[src/sfr_pkg.sv]
// package for the serial frame receiver: register offsets, fields, reset values
// assumes a 32-bit ahb-lite bus with word-aligned registers
package sfr_pkg;

  // ************************************************************
  // register byte offsets
  // ************************************************************
  localparam logic [7:0] SFR_DATA_OFF = 8'h00;   // data register, read pops fifo
  localparam logic [7:0] SFR_STAT_OFF = 8'h04;   // status register
  localparam logic [7:0] SFR_CTRL_OFF = 8'h08;   // control register
  localparam logic [7:0] SFR_BAUD_OFF = 8'h0c;   // baud divisor register

  // ************************************************************
  // status fields
  // ************************************************************
  localparam int SFR_ST_PE = 2;  // parity error
  localparam int SFR_ST_OV = 3;  // overrun
  localparam int SFR_ST_FE = 4;  // frame error
  localparam int SFR_ST_RC = 7;  // receive complete
  localparam int SFR_ST_B8 = 8;  // received ninth bit

  // ************************************************************
  // control fields
  // ************************************************************
  localparam int SFR_CT_EN = 0;  // receive enable
  localparam int SFR_CT_IE = 1;  // receive complete irq enable
  localparam int SFR_CT_PT = 2;  // parity type, 1 odd
  localparam int SFR_CT_PEN = 3; // parity enable
  localparam int SFR_CT_SB = 4;  // stop bit count select (ignored by receiver)
  localparam int SFR_CT_DS = 5;  // double speed select
  localparam int SFR_CT_SY = 6;  // synchronous mode
  localparam int SFR_CT_SZ = 8;  // character size field, 3 bits, 0..4 -> 5..9 bits

  // ************************************************************
  // reset values and counts
  // ************************************************************
  localparam logic [31:0] SFR_CTRL_RST = 32'h0000_0300; // 8 data bits, disabled
  localparam logic [15:0] SFR_BAUD_RST = 16'h0000;
  localparam logic [3:0] SFR_SMP_NORM = 4'hf;  // last sample index, 16 per bit
  localparam logic [3:0] SFR_SMP_DBL = 4'h7;   // last sample index, 8 per bit
  localparam logic [3:0] SFR_CTR_NORM = 4'h8;  // centre votes 8,9,10
  localparam logic [3:0] SFR_CTR_DBL = 4'h4;   // centre votes 4,5,6
  localparam logic [3:0] SFR_DBITS_MIN = 4'h5; // fewest data bits
  localparam logic [1:0] SFR_FIFO_DEPTH = 2'h2;

  typedef enum logic [3:0] {
    SFR_IDLE = 4'b0001,
    SFR_START = 4'b0010,
    SFR_BITS = 4'b0100,
    SFR_STOP = 4'b1000
  } sfr_state_t;

endpackage

[src/sfr_receiver.sv]
// serial frame receiver with ahb-lite register slave and two-entry receive fifo
// assumes one clock hclk; serial pin and external transfer clock are asynchronous
//
// Design decisions made here: the AHB-Lite slave port and the placing of the registers.
`timescale 1ns/1ps
module sfr_receiver
  import sfr_pkg::*;
(
  input wire logic hclk,            // bus clock 100 mhz
  input wire logic hresetn,         // async reset, active low
  input wire logic hsel,            // slave select
  input wire logic [31:0] haddr,    // byte address
  input wire logic [1:0] htrans,    // transfer type
  input wire logic hwrite,          // write when high
  input wire logic [2:0] hsize,     // transfer size
  input wire logic hready,          // bus ready in
  input wire logic [31:0] hwdata,   // write data
  output logic [31:0] hrdata,       // read data
  output logic hreadyout,           // always ready
  output logic hresp,               // always okay
  input wire logic serial_input_pin,        // receive pin, async
  input wire logic external_transfer_clock, // sync mode clock pin, async
  output logic pin_override,        // high while receiver owns the pin
  output logic rx_irq               // receive complete request
);

  // ************************************************************
  // bus slave
  // ************************************************************
  logic wr_pend_reg, rd_pend_reg;
  logic [7:0] addr_reg;
  logic [31:0] ctrl_reg;
  logic [15:0] baud_reg;
  wire addr_ok = hsel && hready && htrans[1];
  wire is_wr = wr_pend_reg;
  wire wr_ctrl = is_wr && addr_reg == SFR_CTRL_OFF;
  wire wr_baud = is_wr && addr_reg == SFR_BAUD_OFF;
  // pop happens in the address phase so read data is captured the same edge
  wire rd_data = addr_ok && !hwrite && haddr[7:0] == SFR_DATA_OFF;

  // address phase capture
  always_ff @(posedge hclk or negedge hresetn) begin
    if (!hresetn) begin
      wr_pend_reg <= 1'b0;
      rd_pend_reg <= 1'b0;
      addr_reg <= 8'h00;
    end else begin
      wr_pend_reg <= addr_ok && hwrite;
      rd_pend_reg <= addr_ok && !hwrite;
      addr_reg <= haddr[7:0];
    end
  end

  // registers: status writes are dropped entirely, error flags not writable
  always_ff @(posedge hclk or negedge hresetn) begin
    if (!hresetn) begin
      ctrl_reg <= SFR_CTRL_RST;
      baud_reg <= SFR_BAUD_RST;
    end else begin
      if (wr_ctrl) ctrl_reg <= hwdata;
      if (wr_baud) baud_reg <= hwdata[15:0];
    end
  end

  wire en = ctrl_reg[SFR_CT_EN];
  wire dbl = ctrl_reg[SFR_CT_DS];
  wire sync_mode = ctrl_reg[SFR_CT_SY];
  wire par_en = ctrl_reg[SFR_CT_PEN];
  wire [2:0] size_sel = ctrl_reg[SFR_CT_SZ +: 3];
  wire [3:0] nbits = SFR_DBITS_MIN + {1'b0, size_sel};
  assign pin_override = en;
  assign hreadyout = 1'b1;
  assign hresp = 1'b0;

  // ************************************************************
  // pin synchronisers
  // ************************************************************
  logic rx_s1_reg, rx_s2_reg, ck_s1_reg, ck_s2_reg, ck_d_reg;
  always_ff @(posedge hclk or negedge hresetn) begin
    if (!hresetn) begin
      rx_s1_reg <= 1'b1;
      rx_s2_reg <= 1'b1;
      ck_s1_reg <= 1'b0;
      ck_s2_reg <= 1'b0;
      ck_d_reg <= 1'b0;
    end else begin
      rx_s1_reg <= serial_input_pin;
      rx_s2_reg <= rx_s1_reg;
      ck_s1_reg <= external_transfer_clock;
      ck_s2_reg <= ck_s1_reg;
      ck_d_reg <= ck_s2_reg;
    end
  end
  // rising edge of the transfer clock after synchronising
  wire ck_rise = ck_s2_reg && !ck_d_reg;
  // receive line as seen by the receiver, idle high when released
  wire rxd = en ? rx_s2_reg : 1'b1;

  // ************************************************************
  // baud tick and sampling
  // ************************************************************
  logic [15:0] div_reg;
  always_ff @(posedge hclk or negedge hresetn) begin
    if (!hresetn) div_reg <= 16'h0000;
    else if (!en || div_reg == 16'h0000) div_reg <= baud_reg;
    else div_reg <= div_reg - 16'h0001;
  end
  // one tick per sample; sync mode takes one tick per rising transfer clock edge
  wire async_tick = en && div_reg == 16'h0000;
  wire bit_tick_sync = en && ck_rise;
  wire [3:0] last_smp = dbl ? SFR_SMP_DBL : SFR_SMP_NORM;
  wire [3:0] ctr_smp = dbl ? SFR_CTR_DBL : SFR_CTR_NORM;

  sfr_state_t state_reg, state_next;
  logic [3:0] smp_reg;
  logic [1:0] vote_reg;
  logic [3:0] bit_reg;
  logic [8:0] shift_reg;
  logic par_reg;
  logic held_reg; // completed frame waiting in held_data_reg
  logic [8:0] held_data_reg;
  logic held_fe_reg, held_pe_reg;

  // sample k of a bit is taken while smp_reg holds k-1, so the centre votes sit one lower
  wire [3:0] vote_lo = ctr_smp - 4'h1;
  wire [3:0] vote_hi = ctr_smp + 4'h1;
  // third vote is the live sample, so the decision needs no extra cycle
  wire [2:0] votes = {vote_reg, rxd};
  wire maj = (votes[0] & votes[1]) | (votes[0] & votes[2])
    | (votes[1] & votes[2]);
  wire vote_done = async_tick && smp_reg == vote_hi;
  wire bit_end = sync_mode ? bit_tick_sync : (async_tick && smp_reg == last_smp);
  wire bit_val = sync_mode ? rxd : maj;
  wire bit_ready = sync_mode ? bit_tick_sync : vote_done;
  wire has_par = par_en;
  wire [3:0] nframe = nbits + {3'h0, has_par};

  // frame state machine
  always_comb begin
    state_next = state_reg;
    unique case (state_reg)
      SFR_IDLE: if (en && !rxd && (sync_mode ? bit_tick_sync : async_tick))
        state_next = sync_mode ? SFR_BITS : SFR_START;
      SFR_START: if (vote_done)
        state_next = maj ? SFR_IDLE : SFR_START;
        else if (bit_end) state_next = SFR_BITS;
      SFR_BITS: if (bit_ready && bit_reg == nframe - 4'h1) state_next = SFR_STOP;
      SFR_STOP: if (bit_ready) state_next = SFR_IDLE;
    endcase
    if (!en) state_next = SFR_IDLE;
  end

  // sample counter, votes and shifter
  always_ff @(posedge hclk or negedge hresetn) begin
    if (!hresetn) begin
      state_reg <= SFR_IDLE;
      smp_reg <= 4'h0;
      vote_reg <= 2'h3;
      bit_reg <= 4'h0;
      shift_reg <= 9'h000;
      par_reg <= 1'b0;
    end else begin
      state_reg <= state_next;
      if (state_reg == SFR_IDLE) begin
        smp_reg <= 4'h1;
        bit_reg <= 4'h0;
        par_reg <= 1'b0;
        shift_reg <= 9'h000;
      end else if (async_tick) begin
        smp_reg <= (smp_reg == last_smp) ? 4'h0 : smp_reg + 4'h1;
        if (smp_reg >= vote_lo && smp_reg <= vote_hi)
          vote_reg <= {vote_reg[0], rxd};
      end
      if (state_reg == SFR_BITS && bit_ready) begin
        bit_reg <= bit_reg + 4'h1;
        if (bit_reg < nbits) begin
          shift_reg[bit_reg] <= bit_val;
          par_reg <= par_reg ^ bit_val;
        end else begin
          par_reg <= par_reg ^ bit_val ^ ctrl_reg[SFR_CT_PT];
        end
      end
    end
  end

  wire frame_done = state_reg == SFR_STOP && bit_ready && en;
  wire start_seen = state_reg == SFR_IDLE && state_next != SFR_IDLE;

  // ************************************************************
  // receive fifo, two entries: data, ninth bit, fe, pe, ov
  // ************************************************************
  logic [11:0] fifo_mem [0:1];
  logic rp_reg, wp_reg;
  logic [1:0] cnt_reg;
  logic ov_reg;
  wire full = cnt_reg == SFR_FIFO_DEPTH;
  wire empty = cnt_reg == 2'h0;
  wire pop = rd_data && !empty;
  wire push = held_reg && (!full || pop);
  wire [11:0] head = fifo_mem[rp_reg];

  // completed frame parked until a fifo slot is free
  always_ff @(posedge hclk or negedge hresetn) begin
    if (!hresetn) begin
      held_reg <= 1'b0;
      held_data_reg <= 9'h000;
      held_fe_reg <= 1'b0;
      held_pe_reg <= 1'b0;
    end else if (!en) begin
      held_reg <= 1'b0;
    end else if (frame_done) begin
      held_reg <= 1'b1;
      held_data_reg <= shift_reg;
      held_fe_reg <= !bit_val;
      held_pe_reg <= par_en && par_reg;
    end else if (push) begin
      held_reg <= 1'b0;
    end
  end

  // overrun: set on start with full fifo and a parked frame, set wins
  always_ff @(posedge hclk or negedge hresetn) begin
    if (!hresetn) ov_reg <= 1'b0;
    else if (!en) ov_reg <= 1'b0;
    else if (start_seen && full && held_reg && !pop) ov_reg <= 1'b1;
    else if (push) ov_reg <= 1'b0;
  end

  // fifo pointers; flush on disable
  always_ff @(posedge hclk or negedge hresetn) begin
    if (!hresetn) begin
      rp_reg <= 1'b0;
      wp_reg <= 1'b0;
      cnt_reg <= 2'h0;
    end else if (!en) begin
      rp_reg <= 1'b0;
      wp_reg <= 1'b0;
      cnt_reg <= 2'h0;
    end else begin
      if (pop) rp_reg <= !rp_reg;
      if (push) wp_reg <= !wp_reg;
      cnt_reg <= cnt_reg + {1'b0, push} - {1'b0, pop};
    end
  end

  // entries carry their own flags; overrun tagged onto the frame that follows loss
  always_ff @(posedge hclk) begin
    if (push) fifo_mem[wp_reg] <= {ov_reg, held_pe_reg, held_fe_reg, held_data_reg};
  end

  // ************************************************************
  // read data and interrupt
  // ************************************************************
  logic [8:0] mask9;
  always_comb begin
    mask9 = 9'h000;
    for (int i = 0; i < 9; i++) mask9[i] = 4'(i) < nbits;
  end
  // gated by enable so a disable empties the view at once, ahead of the flush edge
  wire rc = en && !empty;
  wire [8:0] hd = rc ? (head[8:0] & mask9) : 9'h000;
  wire [31:0] stat_word = {23'h0, hd[8], rc, 2'h0, head[9] & rc,
    head[11] & rc, head[10] & rc & par_en, 2'h0};
  wire [31:0] rd_mux = (haddr[7:0] == SFR_DATA_OFF) ? {24'h0, hd[7:0]} :
    (haddr[7:0] == SFR_STAT_OFF) ? stat_word :
    (haddr[7:0] == SFR_CTRL_OFF) ? ctrl_reg :
    (haddr[7:0] == SFR_BAUD_OFF) ? {16'h0, baud_reg} : 32'h0;

  // capture read data at the address phase so pop and data agree
  always_ff @(posedge hclk or negedge hresetn) begin
    if (!hresetn) hrdata <= 32'h0;
    else if (addr_ok && !hwrite) hrdata <= rd_mux;
  end

  // only receive complete drives the request
  assign rx_irq = rc && ctrl_reg[SFR_CT_IE];

  // ************************************************************
  // checks
  // ************************************************************
  property p_rc_empty;
    @(posedge hclk) disable iff (!hresetn) rc == (en && cnt_reg != 2'h0);
  endproperty
  a_rc_empty: assert property (p_rc_empty) else $error("rc not tied to fifo");

  property p_flush;
    @(posedge hclk) disable iff (!hresetn) $fell(en) |-> !rc;
  endproperty
  a_flush: assert property (p_flush) else $error("fifo not flushed");

  property p_irq;
    @(posedge hclk) disable iff (!hresetn) rx_irq == (rc && ctrl_reg[SFR_CT_IE]);
  endproperty
  a_irq: assert property (p_irq) else $error("irq mismatch");

  property p_pe_off;
    @(posedge hclk) disable iff (!hresetn) !par_en |-> !stat_word[SFR_ST_PE];
  endproperty
  a_pe_off: assert property (p_pe_off) else $error("parity flag while off");

  property p_abandon;
    @(posedge hclk) disable iff (!hresetn) !en |=> state_reg == SFR_IDLE;
  endproperty
  a_abandon: assert property (p_abandon) else $error("reception not abandoned");

  property p_ov_clr;
    @(posedge hclk) disable iff (!hresetn) push && !start_seen |=> !ov_reg;
  endproperty
  a_ov_clr: assert property (p_ov_clr) else $error("overrun not cleared");

  property p_pop;
    @(posedge hclk) disable iff (!hresetn) en && pop && !push |=> cnt_reg == $past(cnt_reg) - 2'h1;
  endproperty
  a_pop: assert property (p_pop) else $error("read did not advance fifo");

  property p_no_disable_push;
    @(posedge hclk) disable iff (!hresetn) frame_done |=> held_reg;
  endproperty
  a_no_disable_push: assert property (p_no_disable_push) else $error("frame lost");

  property p_pin;
    @(posedge hclk) disable iff (!hresetn) pin_override == en;
  endproperty
  a_pin: assert property (p_pin) else $error("pin override wrong");

  property p_fe_store;
    @(posedge hclk) disable iff (!hresetn) frame_done |=> held_fe_reg == !$past(bit_val);
  endproperty
  a_fe_store: assert property (p_fe_store) else $error("frame error not stop inverse");

  property p_irq_rc;
    @(posedge hclk) disable iff (!hresetn) rx_irq |-> rc;
  endproperty
  a_irq_rc: assert property (p_irq_rc) else $error("irq without receive complete");

  property p_ov_set;
    @(posedge hclk) disable iff (!hresetn) start_seen && full && held_reg && !pop |=> ov_reg;
  endproperty
  a_ov_set: assert property (p_ov_set) else $error("overrun not flagged");

  property p_head_hold;
    @(posedge hclk) disable iff (!hresetn) en && !empty && !pop |=> !en || head == $past(head);
  endproperty
  a_head_hold: assert property (p_head_hold) else $error("head entry changed unread");

  property p_start_reject;
    @(posedge hclk) disable iff (!hresetn)
      state_reg == SFR_START && vote_done && maj |=> state_reg == SFR_IDLE;
  endproperty
  a_start_reject: assert property (p_start_reject) else $error("noise start kept");

  property p_sync_hold;
    @(posedge hclk) disable iff (!hresetn)
      en && sync_mode && !bit_tick_sync && state_reg == SFR_BITS |=> bit_reg == $past(bit_reg);
  endproperty
  a_sync_hold: assert property (p_sync_hold) else $error("bit taken without clock edge");

endmodule

[config.mk]
export PLATFORM = sky130hd
export DESIGN_NAME = sfr_receiver
export DESIGN_NICKNAME = d
export VERILOG_FILES = /design/src/sfr_pkg.sv /design/src/sfr_receiver.sv
export SDC_FILE = /design/constraint.sdc
export NUM_CORES = 1
export LEC_CHECK = 0
export ABC_AREA = 1
export BUFFER_PORTS_ARGS = -buffer_cell sky130_fd_sc_hd__buf_2
export CORE_AREA = 5 5 141 143
export CTS_CLUSTER_DIAMETER = 50
export DETAILED_ROUTE_END_ITERATION = 6
export DIE_AREA = 0 0 146 148
export PLACE_DENSITY = 0.62
export SLEW_MARGIN = 0
export SYNTH_ARGS = -nofsm -noshare
export SYNTH_HDL_FRONTEND = slang
export SYNTH_SLANG_ARGS = --single-unit
[constraint.sdc]
create_clock -name hclk -period 2.8 [get_ports hclk]
set_clock_uncertainty 0.05 [all_clocks]
set_input_delay 0.14 -clock hclk [delete_from_list [all_inputs] [get_ports hclk]]
set_output_delay 0.14 -clock hclk [all_outputs]
set_load 0.005 [all_outputs]
==> impl_metrics.json, run 1 <==
{
  "antenna_found_initial": 0,
  "cp_max_fo": 4,
  "io_buffers": 81,
  "final_common_cell": "nand2_1",
  "synth_top_area_cell": "dfrtp_1",
  "synth_top_area_share_pct": 44.3,
  "path_class": "reg -> reg",
  "synth_cell_types": 50,
  "worst_ep_required_time_ps": 3060,
  "final_area_um2": 9910,
  "seq_area_frac_synth_pct": 55.4,
  "slowest_stage": "dfstp_2",
  "area_delta_synth_final_pct": 21.8,
  "drt-vias-per-instance": 4.99,
  "grt_pass1_vias": 6582,
  "ys_seq_elements": 175,
  "synth_cells": 922,
  "drt-initial-drc-count": 317,
  "fp.dieW_um": 146,
  "htreeDepth": 4,
  "min_period_ps": 2510,
  "cts_tree": "built",
  "critPathMaxStageDelay_ps": 560,
  "cap_violations": 0,
  "async_flop_share_pct": 86.3,
  "n_fill_cell": 1667,
  "place_congestion": 0.863,
  "place_area_um2": 8860,
  "fmax_mhz": 399,
  "dieArea_um2": 21600,
  "multi_input_area_um2": 3120,
  "report.final.hold_viol_count": 0,
  "io_pins": 112,
  "grt_pass1_wl_um": 33100,
  "synthFlopType": "dfrtp_1",
  "vias": 6502,
  "yosys-top-cells-area": "dfrtp_1 44%, nand2_1 13%, edfxtp_1 8.9%",
  "initial_core_util_pct": 44.1,
  "synth-edff-count": 24,
  "worst-path-buf-inv": 1,
  "drtAntennaViolNets": 0,
  "path_cells": "inv_1 -> ha_1 -> ha_1 -> xnor2_1 -> nor2_1 -> nand3_1 -> nor2_1 -> nand2_1 -> nand2_1 -> nand3_1 -> nand2_1 -> nand3_1 -> nand2_1 -> nand2_1",
  "grtUsageTotal_pct": 18.9,
  "rrSetupSlack_ps": 290,
  "vdd_ir_drop_max_mv": 0.526,
  "power_leakage_nw": 5.04,
  "first_pass_iters": 4,
  "p_per_area_nw_per_um2": 648,
  "clk_pin_slew_ps": 60,
  "num_antenna_cells": 0,
  "drive_above_1_share_pct": 15.3,
  "cpLargestDelayFamily": "simple AND/OR/NAND/NOR gates",
  "routed_wl_um": 19900,
  "core_area_um2": 18500,
  "die_h_um": 148,
  "layout.nets": 1153,
  "cts_buffer_depth": 2,
  "worst_pin_slew_ps": 808,
  "hp-class": "in -> reg",
  "cp_common_cell": "nand2_1",
  "finalSetupTns_ps": 0,
  "synth.avg_cell_area_um2": 8.83,
  "status": "complete, no violations",
  "syn_area_um2": 8140,
  "final_cell_mix": "276 x nand2_1, 144 x dfrtp_1, 92 x inv_1",
  "wl_per_cell_um": 15.2,
  "grt_max_degree": 57,
  "cp-start-kind": "flip-flop",
  "rsz0062_at_grt": "no",
  "cts_root_buf": "clkbuf_16",
  "maxSlewHeadroom_pct": 44.7,
  "slew_viol_final": 0,
  "numCtsBuffers": 17,
  "clkSinkCount": 175,
  "setup_viol": 0,
  "drc": 0,
  "fin_crit_sh_pct": 89.5,
  "clk_latency_ps": 420,
  "arrival_ps": 2770,
  "crit_path_end_kind": "flip-flop",
  "post_cts_buffers": 0,
  "seq_area_um2": 4510,
  "rows": 50,
  "grt-ovfl-total": 0,
  "yosysWarnings": 0,
  "hpwl_um": 13900,
  "synth_fp_nets": 1018
}
==> metal layers <==
| metal | GRT usage, % | routed length, um | vias to the layer above |
|---|---|---|---|
| li1 | - | - | 3278 |
| met1 | 24.2 | 9040 | 3070 |
| met2 | 32.6 | 9720 | 128 |
| met3 | 3.68 | 694 | 26 |
| met4 | 5.88 | 415 | 0 |
| met5 | 0 | 0 | - |
==> path summary, 6_finish.rpt <==
kind | depth (start not counted) | end | start
max reg2reg | 14 | ov_reg$_DFFE_PN0P_ | ctrl_reg[8]$_DFFE_PN1P_
min reg2reg | 0 | ck_s2_reg$_DFF_PN0_ | ck_s1_reg$_DFF_PN0_
max | 14 | ov_reg$_DFFE_PN0P_ | ctrl_reg[8]$_DFFE_PN1P_
min | 5 | hrdata[3]$_DFFE_PN0P_ | hready
min in group asynchronous | 2 | ctrl_reg[11]$_DFFE_PN0P_ | hresetn
max in group asynchronous | 3 | vote_reg[1]$_DFFE_PN1P_ | hresetn
==> what timing repair did <==
| action | CTS | global route |
|---|---|---|
| hold buffers | 45 | 0 |
| resized for setup | 0 | 0 |
| hold endpoints to repair | 152 | 0 |
==> cells by family (layout without fill, tap and decap cells) <==
family	count (synthesis)	after routing	share of synthesized area (%)
AO/OA/AOI/OAI	119	119	8.47
buffers and inverters	127	275	6.26
adder cells (fa/ha/maj)	20	20	3.08
flip-flops	175	175	55.4
multiplexers	11	11	1.35
AND/OR/NAND/NOR	453	453	23.7
XOR/XNOR	15	15	1.61
other	2	2	0.0923
==> cells in the mapped netlist (all sizes together), types with 7 or more instances <==
master	number
o21ai	74
a21oi	17
ha	20
buf	10
dfstp	7
nand2	278
nand3	81
nor2	60
clkbuf	20
inv	95
nand4	8
or2	7
xnor2	9
nor3	13
dfrtp	144
edfxtp	24
mux2i	11
==> where the power goes <==
part	leakage, nW	internal [mW]	total [mW]	switching (mW)
clock network	0.299	1.39	2.44	1.04
logic	2.76	0.391	0.978	0.587
registers	1.97	2.81	3.01	0.197
==> tightest hold or removal path, cell delays in order <==
cell	delay, ps
buf_2	90
nand3_1	90
nor2_2	100
nand2_1	80
nand2_1	40
==> final cells by class <==
type / instances / share of cell area, %
clock buffer: 20 / 4.62
clock inverter: 12 / 1.46
inverter: 97 / 3.67
multi-input combinational: 620 / 31.5
sequential: 175 / 45.5
tap: 234 / 2.95
timing repair buffer: 146 / 10.3
==> per-stage QoR <==
step           hold slack (ps)  utilization, %  instances  setup slack [ps]  total power, mW
3_3_place_gp              31.9            48.0       1227               325             3.94
6_report                   118            53.7       1304               293             6.42
4_1_cts                    102            53.7       1304               247             6.47
5_1_grt                    140            53.7       1304              93.6             6.76
2_1_floorplan             -206               -        922               611             3.65
3_5_place_dp              33.7            48.0       1227               271             3.97
No activity file was read; power rests on OpenSTA's default activity.
==> inputs of run 2 (changes only) <==
ABC_AREA = default   (was 1)
CORE_AREA = 5 5 139 141   (was 5 5 141 143)
DIE_AREA = 0 0 144 146   (was 0 0 146 148)
PLACE_DENSITY = 0.63   (was 0.62)
SKIP_CTS_REPAIR_TIMING = 1   (was default)
==> impl_metrics.json, run 2 <==
{
  "vias": 5699,
  "async_flop_share_pct": 86.3,
  "hpwl_um": 12800,
  "holdWs_ps": 123,
  "final_cell_mix": "144 x dfrtp_1, 80 x buf_2, 64 x nand2_1",
  "drt-initial-drc-count": 450,
  "final_common_cell": "dfrtp_1",
  "rrSetupSlack_ps": 120,
  "min_period_ps": 2680,
  "cts_root_buf": "clkbuf_16",
  "layout.nets": 900,
  "n_fill_cell": 1472,
  "rows": 49,
  "fp.dieW_um": 144,
  "worst-path-buf-inv": 1,
  "yosys-top-cells-area": "dfrtp_1 45%, edfxtp_1 9.1%, mux2_2 7.9%",
  "wl_per_cell_um": 17.8,
  "grt-ovfl-total": 0,
  "die_h_um": 146,
  "status": "complete, no violations",
  "synth_common_cells": "144 x dfrtp_1, 64 x nand2_1, 56 x mux2_2",
  "worst_pin_slew_ps": 788,
  "syn_area_um2": 7940,
  "synth_cell_types": 70,
  "crit_path_end_kind": "flip-flop",
  "power_leakage_nw": 4.38,
  "report.final.hold_viol_count": 0,
  "synth.avg_cell_area_um2": 11.9,
  "post-synth-top-count-cell": "dfrtp_1",
  "slowest_stage": "dfstp_2",
  "core_area_um2": 17800,
  "drive_above_1_share_pct": 26.0,
  "multi_input_area_um2": 3250,
  "initial_core_util_pct": 44.5,
  "synthFlopType": "dfrtp_1",
  "rsz0062_at_grt": "no",
  "place_congestion": 0.873,
  "dieArea_um2": 21000,
  "io_buffers": 81,
  "maxSlewHeadroom_pct": 47.5,
  "cpLargestDelayFamily": "compound AO/OA/AOI/OAI gates",
  "synth-edff-count": 24,
  "synth_top_area_share_pct": 45.4,
  "grt_pass1_wl_um": 29800,
  "setup_viol": 0,
  "grt_max_degree": 84,
  "area_delta_synth_final_pct": 22.5,
  "p_per_area_nw_per_um2": 589,
  "routed_wl_um": 18600,
  "path_class": "reg -> reg",
  "clk_latency_ps": 420,
  "drtAntennaViolNets": 0,
  "critPathMaxStageDelay_ps": 530,
  "fmax_mhz": 374,
  "cp-start-kind": "flip-flop",
  "path_cells": "inv_1 -> ha_4 -> ha_1 -> xnor2_2 -> and3_1 -> or3_1 -> nand3_2 -> a221oi_1 -> o311a_1 -> o31a_1",
  "drt-vias-per-instance": 5.45,
  "synth_cells": 668,
  "seq_area_frac_synth_pct": 56.8,
  "synth_fp_nets": 764,
  "slew_viol_final": 0,
  "htreeDepth": 4,
  "synth_top_area_cell": "dfrtp_1",
  "hp-class": "in -> reg",
  "finalSetupTns_ps": 0,
  "seq_area_um2": 4510,
  "grt_pass1_vias": 5681,
  "io_pins": 112,
  "first_pass_iters": 4,
  "ys_seq_elements": 175,
  "worst_ep_required_time_ps": 3050,
  "cap_violations": 0,
  "vdd_ir_drop_max_mv": 0.306,
  "arrival_ps": 2930,
  "clkSinkCount": 175,
  "numCtsBuffers": 17,
  "fin_crit_sh_pct": 95.6,
  "yosysWarnings": 0,
  "drc": 0,
  "cts_tree": "built",
  "cts_buffer_depth": 2,
  "antenna_found_initial": 1,
  "cp_max_fo": 3,
  "grtUsageTotal_pct": 17.9,
  "clk_pin_slew_ps": 60,
  "postLayoutCoreUtil_pct": 54.5
}
## run 2: cell types whose count changed in the layout (fill, tap and decap cells not counted), sizes merged, moves of 7 or more
cell,change
a22o,+16
inv,-82
mux2,+56
mux2i,+20
nand2,-214
nand2b,+7
nand3,-58
nor2,-28
o21ai,-29
o31ai,+12
or2,-7
xnor2,+7
## run 2: routing by layer
| metal | share of wire (%) | track usage (%) | vias to the layer above |
|---|---|---|---|
| met4 | 1.5 | 5.27 | 0 |
| met3 | 3.7 | 3.71 | 25 |
| met1 | 45 | 24.8 | 2896 |
| li1 | - | - | 2684 |
| met5 | 0 | 0 | - |
| met2 | 50 | 28.4 | 94 |
## run 2: where the power goes
part / total, mW / switching, mW / internal (mW)
combinational: 0.582 / 0.289 / 0.293
sequential: 2.91 / 0.193 / 2.71
clock: 2.24 / 0.932 / 1.31
total: 5.73 / 1.41 / 4.32
## run 2: worst register-to-register path: stages (launching register included)
cell and delay, ps:
dfstp_2 530, inv_1 70, ha_4 250, ha_1 210
xnor2_2 150, and3_1 180, or3_1 320, nand3_2 90
a221oi_1 70, o311a_1 340, o31a_1 280
## run 2: final timing paths
check,start,end,depth (start not counted)
min in group asynchronous,hresetn,baud_reg[4]$_DFFE_PN0P_,2
worst max register to register,ctrl_reg[8]$_DFFE_PN1P_,ov_reg$_DFFE_PN0P_,10
worst min-delay path,haddr[2],addr_reg[2]$_DFF_PN0_,2
max in group asynchronous,hresetn,baud_reg[15]$_DFFE_PN0P_,3
worst min register to register,ck_s1_reg$_DFF_PN0_,ck_s2_reg$_DFF_PN0_,0
worst max-delay path,ctrl_reg[8]$_DFFE_PN1P_,ov_reg$_DFFE_PN0P_,10
## run 2: cell families after synthesis
| family | Yosys count | share of synthesized area [%] |
|---|---|---|
| XOR/XNOR | 23 | 2.54 |
| AO/OA/AOI/OAI | 124 | 10.4 |
| buffers and inverters | 53 | 2.66 |
| AND/OR/NAND/NOR | 183 | 12.4 |
| flip-flops | 175 | 56.8 |
| adder cells (fa/ha/maj) | 21 | 3.28 |
| other | 2 | 0.0946 |
| multiplexers | 87 | 11.8 |
## run 2: through the flow
stage / instances / power (mW) / setup WS (ps) / area, um2
6_report: 1046 / 5.73 / 124 / 9730
4_1_cts: 1001 / 5.73 / 26.9 / 9270
3_3_place_gp: 970 / 3.45 / 134 / 8710
3_5_place_dp: 970 / 3.48 / 60.2 / 8710
5_1_grt: 1046 / 5.98 / 23.4 / 9730
2_1_floorplan: 668 / 3.28 / 100 / 7940
## run 2: layout make-up
| cell class | count | area share (%) |
|---|---|---|
| clock inverters | 6 | 0.605 |
| diodes | 1 | 0.0257 |
| repair buffers | 150 | 10.8 |
| well taps | 229 | 2.95 |
| flip-flops and latches | 175 | 46.3 |
| inverters | 20 | 0.772 |
| clock buffers | 25 | 5.09 |
| multi-input cells | 440 | 33.4 |
==> inputs of run 3 (changes only) <==
--- a/config.mk
+++ b/config.mk
@@ -7,8 +7,8 @@
 export LEC_CHECK = 0
 export BUFFER_PORTS_ARGS = -buffer_cell sky130_fd_sc_hd__buf_2
-export CORE_AREA = 5 5 139 141
+export CORE_AREA = 5 5 194 102
 export CTS_CLUSTER_DIAMETER = 50
 export DETAILED_ROUTE_END_ITERATION = 6
-export DIE_AREA = 0 0 144 146
+export DIE_AREA = 0 0 199 107
 export PLACE_DENSITY = 0.63
 export SKIP_CTS_REPAIR_TIMING = 1
--- a/constraint.sdc
+++ b/constraint.sdc
@@ -3,3 +3,3 @@
 set_input_delay 0.14 -clock hclk [delete_from_list [all_inputs] [get_ports hclk]]
 set_output_delay 0.14 -clock hclk [all_outputs]
-set_load 0.005 [all_outputs]
+set_load 0.05 [all_outputs]
==> impl_metrics.json, run 3 (synthesized netlist as in run 2, its figures left out) <==
{
  "setup_viol": 0,
  "sequentialPowerShare_pct": 48.2,
  "power_leakage_nw": 4.40,
  "path_class": "reg -> reg",
  "vias": 5814,
  "route.met2.wl_um": 8350,
  "core_area_um2": 18000,
  "vdd_ir_drop_max_mv": 0.452,
  "status": "complete, no violations",
  "cp_max_fo": 5,
  "antenna_found_initial": 0,
  "fmax_mhz": 370,
  "place_congestion": 0.862,
  "power.switching_mw": 1.72,
  "drt-initial-drc-count": 371,
  "initial_core_util_pct": 44.2,
  "drive_above_1_share_pct": 26.9,
  "wl_per_cell_um": 19.3,
  "hp-class": "in -> reg",
  "rsz0062_at_grt": "no",
  "io_buffers": 81,
  "report.final.hold_viol_count": 0,
  "min_period_ps": 2700,
  "clkSinkCount": 175,
  "clk_pin_slew_ps": 70,
  "grt_pass1_vias": 5619,
  "pwr-share-comb_pct": 11.0,
  "final_cell_mix": "144 x dfrtp_1, 80 x buf_2, 64 x nand2_1",
  "grt_pass1_wl_um": 31600,
  "power.internal_mw": 4.32,
  "routed_wl_um": 20400,
  "wirelength_met1_um": 10200,
  "grt_max_degree": 71,
  "holdWs_ps": 102,
  "htreeDepth": 4,
  "grtUsageTotal_pct": 19.2,
  "hpwl_um": 14600,
  "numCtsBuffers": 17,
  "rows": 35,
  "first_pass_iters": 5,
  "worst_ep_required_time_ps": 3060,
  "finalSetupTns_ps": 0,
  "cp-start-kind": "flip-flop",
  "final_common_cell": "dfrtp_1",
  "grt-ovfl-total": 0,
  "area_delta_synth_final_pct": 23.8,
  "finalPower_mw": 6.04,
  "cts_buffer_depth": 2,
  "slew_viol_final": 0,
  "pwr-share-clk_pct": 40.8,
  "dieArea_um2": 21300,
  "cap_violations": 0,
  "crit_path_end_kind": "flip-flop",
  "worst_pin_slew_ps": 1180,
  "drt-vias-per-instance": 5.50,
  "p_per_area_nw_per_um2": 615,
  "pre_cts_ws_ps": -22.1,
  "io_pins": 112,
  "die_h_um": 107,
  "fp.dieW_um": 199,
  "arrival_ps": 2970,
  "clk_latency_ps": 440,
  "maxSlewHeadroom_pct": 20.9,
  "num_antenna_cells": 0,
  "drc": 0,
  "met3_length_um": 1680,
  "fin_ws_ps": 97.5,
  "drtAntennaViolNets": 0,
  "cts_root_buf": "clkbuf_16",
  "p_sw_share_pct": 28.5,
  "instances_no_fill": 1057,
  "cts_tree": "built",
  "topRoutingLayerUsed": "met4",
  "fin_crit_sh_pct": 96.5,
  "placed_cells": 979,
  "layout.nets": 900
}
==> run 3: changes by cell type in the layout (fill, tap and decap cells not counted), moves of 2 or more <==
cell	delta
clkbuf_1	-4
clkbuf_8	-4
clkinv_8	+4
clkinv_2	-4
inv_8	+4
clkinv_4	+2
==> run 3: worst max-delay path, stage by stage (launching register included) <==
cell and delay, ps:
dfstp_2 540, inv_1 70, ha_4 270, ha_2 190, xnor2_2 150, and3_1 180, or3_1 320, nand3_2 100
a221oi_1 80, o311a_1 390, o31a_1 260
==> run 3: layer usage <==
| metal | vias up | global-route usage (%) |
|---|---|---|
| met3 | 22 | 6.15 |
| met2 | 209 | 25.5 |
| met4 | 0 | 4.49 |
| li1 | 2683 | - |
| met1 | 2900 | 30.2 |
| met5 | - | 0 |
==> run 3: path summary, 6_finish.rpt <==
path	from	to	slack (ps)	cells after the start
worst max-delay path	ctrl_reg[8]$_DFFE_PN1P_	ov_reg$_DFFE_PN0P_	100	10
worst max register to register	ctrl_reg[8]$_DFFE_PN1P_	ov_reg$_DFFE_PN0P_	100	10
worst min-delay path	haddr[2]	addr_reg[2]$_DFF_PN0_	100	2
worst min register to register	rx_s1_reg$_DFF_PN1_	rx_s2_reg$_DFF_PN1_	310	0
min in group asynchronous	hresetn	hrdata[21]$_DFFE_PN0P_	230	2
max in group asynchronous	hresetn	state_reg[0]$_DFF_PN1_	1610	3
==> run 3: area by class of cell <==
type / instances / area (um2)
clock buffer: 17 / 425
sequential: 175 / 4510
fill: 1494 / 8130
timing repair buffer: 150 / 1050
inverter: 20 / 75.1
tap: 240 / 300
multi-input combinational: 440 / 3270
clock inverter: 15 / 199
==> run 3: power by group through the flow <==
stage / Sequential (mW) / Combinational, mW / Clock (mW)
6_report: 2.91 / 0.663 / 2.47
4_1_cts: 2.91 / 0.590 / 2.51
3_3_place_gp: 2.94 / 0.551 / 0
3_5_place_dp: 2.96 / 0.584 / 0
2_1_floorplan: 2.90 / 0.408 / 0
5_1_grt: 2.94 / 0.725 / 2.63
==> run 3: metrics by stage <==
| stage | utilization, % | cell area, um2 |
|---|---|---|
| 6_report | 54.7 | 9830 |
| 3_5_place_dp | 48.5 | 8710 |
| 5_1_grt | 54.7 | 9830 |
| 4_1_cts | 52.0 | 9340 |
| 3_3_place_gp | 48.5 | 8710 |
| 2_1_floorplan | - | 7940 |
